File: src/core/samc_pkg.sv
// Shared constants, timing counts and state encoding for the converter control
package samc_pkg;

  // ==========================================================
  // Clock and timing
  localparam int CLK_PERIOD_PS = 5000;
  localparam int RESET_HOLD_INTERVAL_NS = 50;
  // Least time, rounded up to whole system clock cycles
  localparam int RESET_HOLD_CYCLES =
    (RESET_HOLD_INTERVAL_NS * 1000 + CLK_PERIOD_PS - 1) / CLK_PERIOD_PS;
  localparam int HOLD_COUNT_WIDTH = 8;
  localparam logic [HOLD_COUNT_WIDTH-1:0] HOLD_COUNT_LAST = HOLD_COUNT_WIDTH'(RESET_HOLD_CYCLES - 1);
  localparam logic [HOLD_COUNT_WIDTH-1:0] HOLD_COUNT_ZERO = 8'h00;

  // ==========================================================
  // Variants and assignment word
  localparam int VARIANT_EIGHT = 8;
  localparam int VARIANT_FOUR = 4;
  localparam int VARIANT_ONE = 1;
  localparam int WORD_BITS_EIGHT = 4;
  localparam int WORD_BITS_FOUR = 3;
  // Assignment word layout: single_or_pair_choice, odd_sign, select1, select0
  localparam int WORD_SINGLE_BIT = 3;
  localparam int WORD_ODD_BIT = 2;
  localparam int WORD_SEL1_BIT = 1;
  localparam int WORD_SEL0_BIT = 0;
  localparam logic [3:0] WORD_RESET = 4'h0;

  // ==========================================================
  // Result and successive approximation
  localparam int RESULT_BITS = 8;
  localparam logic [7:0] RESULT_RESET = 8'h00;
  localparam logic [7:0] TRIAL_FIRST = 8'h80;
  localparam logic [2:0] BIT_MSB = 3'h7;
  localparam logic [2:0] BIT_LSB = 3'h0;
  localparam logic [2:0] BIT_FIRST_REVERSED = 3'h1;
  localparam logic [1:0] COUNT_ZERO = 2'h0;
  localparam logic [2:0] CHANNEL_ZERO = 3'h0;
  localparam logic [2:0] CHANNEL_ONE = 3'h1;

  typedef enum logic [2:0] {
    SAMC_IDLE = 3'b000,
    SAMC_ADDRESS = 3'b001,
    SAMC_SAMPLE = 3'b010,
    SAMC_CONVERT = 3'b011,
    SAMC_REVERSED = 3'b100,
    SAMC_HOLD = 3'b101
  } samc_state_type;

endpackage

File: src/core/samc_edge_detect.sv
// Rising and falling edge pulses of a synchronous level input
`timescale 1ns/1ps

module samc_edge_detect
  import samc_pkg::*;
(
  input wire logic clk_sys,
  input wire logic reset,
  input wire logic level,
  output logic rise,
  output logic fall
);

  logic last_level;
  logic next_last_level;

  always_comb
  begin
    next_last_level = level;
    rise = level & ~last_level;
    fall = ~level & last_level;
  end

  always_ff @(posedge clk_sys)
  begin
    if (reset)
    begin
      last_level <= 1'b0;
    end
    else
    begin
      last_level <= next_last_level;
    end
  end

endmodule

File: src/core/samc_control.sv
// Serial addressing, multiplexer selection and result sequencing of the converter
`timescale 1ns/1ps

module samc_control
  import samc_pkg::*;
#(
  parameter int VARIANT_CHANNELS = VARIANT_EIGHT
)
(
  input wire logic clk_sys,
  input wire logic reset,
  input wire logic serial_clock,
  input wire logic chip_select_n,
  input wire logic serial_in_line,
  input wire logic comp_above,
  output logic serial_out,
  output logic serial_out_oe,
  output logic conversion_in_progress,
  output logic conversion_in_progress_oe,
  output logic track_enable,
  output logic [2:0] mux_pos_channel,
  output logic [2:0] mux_neg_channel,
  output logic mux_neg_common,
  output logic [7:0] dac_code,
  output logic [7:0] result_code
);

  localparam int WORD_BITS = (VARIANT_CHANNELS == VARIANT_EIGHT) ? WORD_BITS_EIGHT : WORD_BITS_FOUR;
  localparam logic [1:0] WORD_COUNT_LAST = 2'(WORD_BITS - 1);
  localparam logic HAS_REVERSED = (VARIANT_CHANNELS != VARIANT_ONE);

  // ==========================================================
  // Serial clock edges
  logic clock_rise;
  logic clock_fall;

  samc_edge_detect edge_unit (
    .clk_sys(clk_sys),
    .reset(reset),
    .level(serial_clock),
    .rise(clock_rise),
    .fall(clock_fall)
  );

  // ==========================================================
  // Hold-reset detector
  logic [HOLD_COUNT_WIDTH-1:0] hold_count;
  logic [HOLD_COUNT_WIDTH-1:0] next_hold_count;
  logic hold_reset;

  always_comb
  begin
    next_hold_count = HOLD_COUNT_ZERO;
    hold_reset = 1'b0;
    if (serial_clock && chip_select_n)
    begin
      if (hold_count == HOLD_COUNT_LAST)
      begin
        hold_reset = 1'b1;
        next_hold_count = hold_count;
      end
      else
      begin
        next_hold_count = hold_count + 1'b1;
      end
    end
  end

  always_ff @(posedge clk_sys)
  begin
    if (reset)
    begin
      hold_count <= HOLD_COUNT_ZERO;
    end
    else
    begin
      hold_count <= next_hold_count;
    end
  end

  // ==========================================================
  // Sequencer
  samc_state_type state;
  samc_state_type next_state;
  logic [2:0] word_shift;
  logic [2:0] next_word_shift;
  logic [1:0] word_count;
  logic [1:0] next_word_count;
  logic [3:0] word;
  logic [3:0] next_word;
  logic [3:0] full_word;
  logic [2:0] bit_index;
  logic [2:0] next_bit_index;
  logic [7:0] next_dac_code;
  logic [7:0] next_result_code;
  logic next_serial_out;
  logic [2:0] next_mux_pos_channel;
  logic [2:0] next_mux_neg_channel;
  logic next_mux_neg_common;
  logic [2:0] pair_base;
  logic [2:0] chosen_channel;

  always_comb
  begin
    next_state = state;
    next_word_shift = word_shift;
    next_word_count = word_count;
    next_word = word;
    next_bit_index = bit_index;
    next_dac_code = dac_code;
    next_result_code = result_code;
    next_serial_out = serial_out;
    next_mux_pos_channel = mux_pos_channel;
    next_mux_neg_channel = mux_neg_channel;
    next_mux_neg_common = mux_neg_common;

    // Normalise the shifted word to the four-bit layout
    if (WORD_BITS == WORD_BITS_EIGHT)
    begin
      full_word = {word_shift, serial_in_line};
    end
    else
    begin
      full_word = {word_shift[1:0], serial_in_line, 1'b0};
    end

    // Channel decode from the freshly completed word
    if (VARIANT_CHANNELS == VARIANT_EIGHT)
    begin
      chosen_channel = {full_word[WORD_SEL1_BIT], full_word[WORD_SEL0_BIT], full_word[WORD_ODD_BIT]};
      pair_base = {full_word[WORD_SEL1_BIT], full_word[WORD_SEL0_BIT], 1'b0};
    end
    else
    begin
      chosen_channel = {1'b0, full_word[WORD_SEL1_BIT], full_word[WORD_ODD_BIT]};
      pair_base = {1'b0, full_word[WORD_SEL1_BIT], 1'b0};
    end

    case (state)
      SAMC_IDLE:
      begin
        // Leading zeros are ignored; the first one starts addressing, but the one-channel variant starts sampling on the first rising edge
        if (!chip_select_n && clock_rise)
        begin
          if (!HAS_REVERSED)
          begin
            next_state = SAMC_SAMPLE;
            next_mux_pos_channel = CHANNEL_ZERO;
            next_mux_neg_channel = CHANNEL_ONE;
            next_mux_neg_common = 1'b0;
          end
          else if (serial_in_line)
          begin
            next_state = SAMC_ADDRESS;
            next_word_count = COUNT_ZERO;
            next_word_shift = 3'h0;
          end
        end
      end
      SAMC_ADDRESS:
      begin
        if (clock_rise)
        begin
          next_word_shift = {word_shift[1:0], serial_in_line};
          next_word_count = word_count + 1'b1;
          if (word_count == WORD_COUNT_LAST)
          begin
            // Latched only here, so the selection is fresh for each conversion
            next_word = full_word;
            next_state = SAMC_SAMPLE;
            if (full_word[WORD_SINGLE_BIT])
            begin
              next_mux_pos_channel = chosen_channel;
              next_mux_neg_channel = CHANNEL_ZERO;
              next_mux_neg_common = 1'b1;
            end
            else if (full_word[WORD_ODD_BIT])
            begin
              next_mux_pos_channel = pair_base | CHANNEL_ONE;
              next_mux_neg_channel = pair_base;
              next_mux_neg_common = 1'b0;
            end
            else
            begin
              next_mux_pos_channel = pair_base;
              next_mux_neg_channel = pair_base | CHANNEL_ONE;
              next_mux_neg_common = 1'b0;
            end
          end
        end
      end
      SAMC_SAMPLE:
      begin
        // Half a serial clock of tracking ends at the falling edge
        if (clock_fall)
        begin
          next_state = SAMC_CONVERT;
          next_serial_out = 1'b0;
          next_bit_index = BIT_MSB;
          next_dac_code = TRIAL_FIRST;
        end
      end
      SAMC_CONVERT:
      begin
        if (clock_fall)
        begin
          // Comparator low on equality yields zero bits, so inverted inputs read all zero
          next_serial_out = comp_above;
          next_result_code[bit_index] = comp_above;
          next_dac_code[bit_index] = comp_above;
          if (bit_index == BIT_LSB)
          begin
            next_bit_index = BIT_FIRST_REVERSED;
            next_state = HAS_REVERSED ? SAMC_REVERSED : SAMC_HOLD;
          end
          else
          begin
            next_dac_code[bit_index - 1'b1] = 1'b1;
            next_bit_index = bit_index - 1'b1;
          end
        end
      end
      SAMC_REVERSED:
      begin
        if (clock_fall)
        begin
          next_serial_out = result_code[bit_index];
          next_bit_index = bit_index + 1'b1;
          if (bit_index == BIT_MSB)
          begin
            next_state = SAMC_HOLD;
          end
        end
      end
      SAMC_HOLD:
      begin
        // Output keeps the last bit until deselect
        next_state = SAMC_HOLD;
      end
      default:
      begin
        next_state = SAMC_IDLE;
      end
    endcase

    // Deselect abandons any sequence in flight
    if (chip_select_n)
    begin
      next_state = SAMC_IDLE;
      next_serial_out = 1'b0;
    end
    if (hold_reset)
    begin
      next_state = SAMC_IDLE;
      next_word = WORD_RESET;
      next_result_code = RESULT_RESET;
      next_dac_code = RESULT_RESET;
    end
  end

  always_ff @(posedge clk_sys)
  begin
    if (reset)
    begin
      state <= SAMC_IDLE;
      word_shift <= 3'h0;
      word_count <= COUNT_ZERO;
      word <= WORD_RESET;
      bit_index <= BIT_MSB;
      dac_code <= RESULT_RESET;
      result_code <= RESULT_RESET;
      serial_out <= 1'b0;
      mux_pos_channel <= CHANNEL_ZERO;
      mux_neg_channel <= CHANNEL_ONE;
      mux_neg_common <= 1'b0;
    end
    else
    begin
      state <= next_state;
      word_shift <= next_word_shift;
      word_count <= next_word_count;
      word <= next_word;
      bit_index <= next_bit_index;
      dac_code <= next_dac_code;
      result_code <= next_result_code;
      serial_out <= next_serial_out;
      mux_pos_channel <= next_mux_pos_channel;
      mux_neg_channel <= next_mux_neg_channel;
      mux_neg_common <= next_mux_neg_common;
    end
  end

  // ==========================================================
  // Pin drive
  always_comb
  begin
    serial_out_oe = (state == SAMC_CONVERT) || (state == SAMC_REVERSED) || (state == SAMC_HOLD);
    conversion_in_progress = (state == SAMC_CONVERT);
    conversion_in_progress_oe = serial_out_oe;
    track_enable = (state == SAMC_SAMPLE);
  end

endmodule

File: config.mk
export PLATFORM = sky130hd
export DESIGN_NAME = samc_control
export DESIGN_NICKNAME = d
export VERILOG_FILES = /design/src/core/samc_pkg.sv /design/src/core/samc_edge_detect.sv /design/src/core/samc_control.sv
export SDC_FILE = /design/constraint.sdc
export NUM_CORES = 1
export LEC_CHECK = 0
export BUFFER_PORTS_ARGS = -buffer_cell sky130_fd_sc_hd__buf_2
export CAP_MARGIN = 10
export CELL_PAD_IN_SITES_DETAIL_PLACEMENT = 2
export CELL_PAD_IN_SITES_GLOBAL_PLACEMENT = 2
export CORE_ASPECT_RATIO = 0.9
export CORE_MARGIN = 2
export CORE_UTILIZATION = 34
export DETAILED_ROUTE_END_ITERATION = 10
export GPL_TIMING_DRIVEN = 0
export PLACE_DENSITY_LB_ADDON = 0.1
export SLEW_MARGIN = 20
export SYNTH_ARGS = -nofsm -noshare
export SYNTH_HDL_FRONTEND = slang
export SYNTH_HIERARCHICAL = 1
export SYNTH_SLANG_ARGS = --single-unit
File: constraint.sdc
create_clock -name clk_sys -period 2.17 [get_ports clk_sys]
set_input_delay 0.1085 -clock clk_sys [delete_from_list [all_inputs] [get_ports clk_sys]]
set_output_delay 0.1085 -clock clk_sys [all_outputs]
set_load 0.02 [all_outputs]
==> out/qor.csv <==
metric;value;unit
cts.root.buffer_cell;clkbuf_8;
worst_min_delay_path_category;in -> reg;
area_delta_synth_final;15.08;%
synth.most_common_cell;dfxtp_1;
worstSetupEndpointType;register;
vertical_die_dimension;84.76;um
async_reset_ff_frac;0;
path_clk_slew;90;ps
boundaryPins;34;
post-route-drc-count;0;
timing.critical_path.slowest_cell_delay;440;ps
clock_insertion_delay_worst_skew;300;ps
syn-instance-count;288;
floorplan.core_area;7039;um^2
worst-path-max-fanout;10;
vdd_ir_drop_max;200.9;uV
finalHoldViolCount;0;
total_number_of_vias;2227;
ys_seq_area_frac;0.3575;
worst_path_arrival;2230;ps
antenna_cells;0;
fin_total_pwr;1.379;mW
dieArea;7944;um^2
worst-slew-pin-transition;512.7;ps
worst_ep_required_time;2390;ps
routed_wire_length_per_instance;16.99;um
netlist.top_cell.by_area;dfxtp_1;
place.port_buffers;32;
final_cycle_share;0.9284;
layout.nets;341;
gpl.final_weighted_congestion;0.7646;
critical_path_cell_sequence;buf_4 -> inv_1 -> ha_1 -> or3b_4 -> a21boi_1 -> o311ai_1 -> a211oi_2;
final.min_clock_period;2015;ps
outcome;completed;
unique_masters_post_synth;60;
final.setup.tns;0;ps
netlist_top_cells_area;dfxtp_1 36%, mux2i_1 6.1%, nor2_1 4.7%;
timing.final.max_slew_violations;0;
layout.filler_cells;822;
grt_pass1_vias;2284;
std_cell_rows;29;
synth.top_cells.by_count;44 x dfxtp_1, 31 x nor2_1, 22 x nand2_1;
rsz0062_at_grt;false;
cts.path.max_buffers;2;
die_width;93.73;um
grt_antenna_before_repair;0;
grt_first_pass_wirelength;11.92;mm
detailed_place_hpwl;5.327;mm
routed_wirelength;7.151;mm
cts_htree_levels;2;
drt_first_iter_violations;70;
finClkSkew;7.889;ps
detail_route.first_pass.iterations;4;
power_per_cell_area;486.5;nW/um^2
drt-vias-per-instance;5.290;
synth.avg_cell_area;8.554;um^2
timing.max_cap.violations;0;
setup.worst_path.start_class;register;
critPathKind;reg -> reg;
setup_viol;0;
synth-edff-count;0;
cts_num_sinks;44;
timing.slew.headroom;0.6582;
grt_start_max_net_pins;13;
cts_post_setup_buffers_inserted;0;
synthDominantCellAreaShare;0.3575;
synth-seq-cells;44;
final_antenna_net_count;0;
synth_fp_nets;301;
cts_tree;yes;
cts_buffers;5;
yosysWarningCount;6;
max_freq;496.4;MHz
track_usage;0.1870;
globalRoute.totalOverflow;0;
cellLeakagePower;1.192;nW
setup_slack_of_the_most_critical_reg_to_reg_path;160;ps
post_route_cells_drive_above_1_share;0.2195;
synth_top_flop_cell;dfxtp_1;
post_synth_instance_area;2464;um^2
floorplan.initialDensity;0.3500;
critPathSlowestCell;or3b_4;
## what timing repair did
item	4_1_cts	5_1_grt
hold buffers	1	0
endpoints found under the setup margin	0	1
hold endpoints to repair	1	0
resized for setup	0	4
## worst max-delay path, delay by kind of cell (launching register included)
| kind | cells | cell delay [ps] |
|---|---|---|
| AND/OR/NAND/NOR | 1 | 440 |
| flip-flops | 1 | 350 |
| AO/OA/AOI/OAI | 3 | 530 |
| buffers and inverters | 2 | 370 |
| adder cells (fa/ha/maj) | 1 | 250 |
## worst paths after layout
path | from | end | cells past startpoint
worst min-delay path | chip_select_n | state[2]$_SDFFE_PP0P_ | 2
worst max register to register | bit_index[0]$_SDFFE_PP1P_ | dac_code[7]$_SDFFE_PP0P_ | 7
worst max-delay path | bit_index[0]$_SDFFE_PP1P_ | dac_code[7]$_SDFFE_PP0P_ | 7
worst min register to register | mux_neg_channel[1]$_SDFFE_PP0P_ | mux_neg_channel[1]$_SDFFE_PP0P_ | 2
## area by class of cell
| type | count | area (um^2) | share of cell area |
|---|---|---|---|
| Clock inverter | 1 | 5.005 | 0.001765 |
| Multi-Input combinational cell | 217 | 1448 | 0.5106 |
| Inverter | 8 | 30.03 | 0.01059 |
| Clock buffer | 6 | 72.57 | 0.02560 |
| Buffer | 19 | 112.6 | 0.03972 |
| Sequential cell | 44 | 880.8 | 0.3107 |
| Tap cell | 93 | 116.4 | 0.04104 |
| Timing Repair Buffer | 33 | 170.2 | 0.06002 |
## routing by layer
layer / share of wire / track usage / vias to the layer above
li1: - / - / 1092
met3: 0.030 / 0.03052 / 5
met5: 0 / 0 / -
met2: 0.45 / 0.2929 / 31
met1: 0.51 / 0.2743 / 1099
met4: 0.0069 / 0.03162 / 0
## flip-flops by register name (all words and copies together), names as in the netlist
signal and flops:
dac_code 8, hold_count 8, result_code 8, bit_index 3
mux_neg_channel 3, mux_pos_channel 3, state 3, word_shift 3
word_count 2, edge_unit/last_level 1, mux_neg_common 1, serial_out 1
## cells by family (layout without fill, tap and decap cells)
logic type | count (synthesis) | count (layout) | synth area share
adder cells (fa/ha/maj) | 7 | 7 | 0.03555
multiplexers | 16 | 16 | 0.06551
AO/OA/AOI/OAI | 70 | 70 | 0.1910
buffers and inverters | 27 | 67 | 0.05587
flip-flops | 44 | 44 | 0.3575
XOR/XNOR | 7 | 7 | 0.02489
AND/OR/NAND/NOR | 117 | 117 | 0.2697
## stage by stage
stage	hold slack (ps)	setup slack, ps	std cells	area [um^2]	utilization
6_report	63.62	155.3	421	2835	0.4028
5_1_grt	67.41	8.157	421	2835	0.4028
4_1_cts	56.39	30.67	421	2828	0.4017
3_5_place_dp	294.2	58.09	413	2740	0.3893
3_3_place_gp	281.9	97.30	413	2740	0.3893
2_1_floorplan	180.1	374.4	288	2464	-
## cell usage in the layout, fill, tap and decap left out, drive strengths merged, types with 5 or more instances in the layout
master	count
nor2b	6
dfxtp	44
nand2	23
ha	7
o21bai	6
xor2	5
nor3	7
o21ai	12
nand2b	8
nand3	13
a21oi	22
inv	8
buf	45
clkbuf	12
nor2	31
mux2i	15
## report_power, final
| group | switching, mW | internal, mW | total, mW |
|---|---|---|---|
| clock | 0.289 | 0.220 | 0.509 |
| sequential | 0.00336 | 0.809 | 0.813 |
| combinational | 0.0381 | 0.0201 | 0.0582 |
| total | 0.330 | 1.05 | 1.38 |
Note: power is estimated with default switching activity, not from simulation.
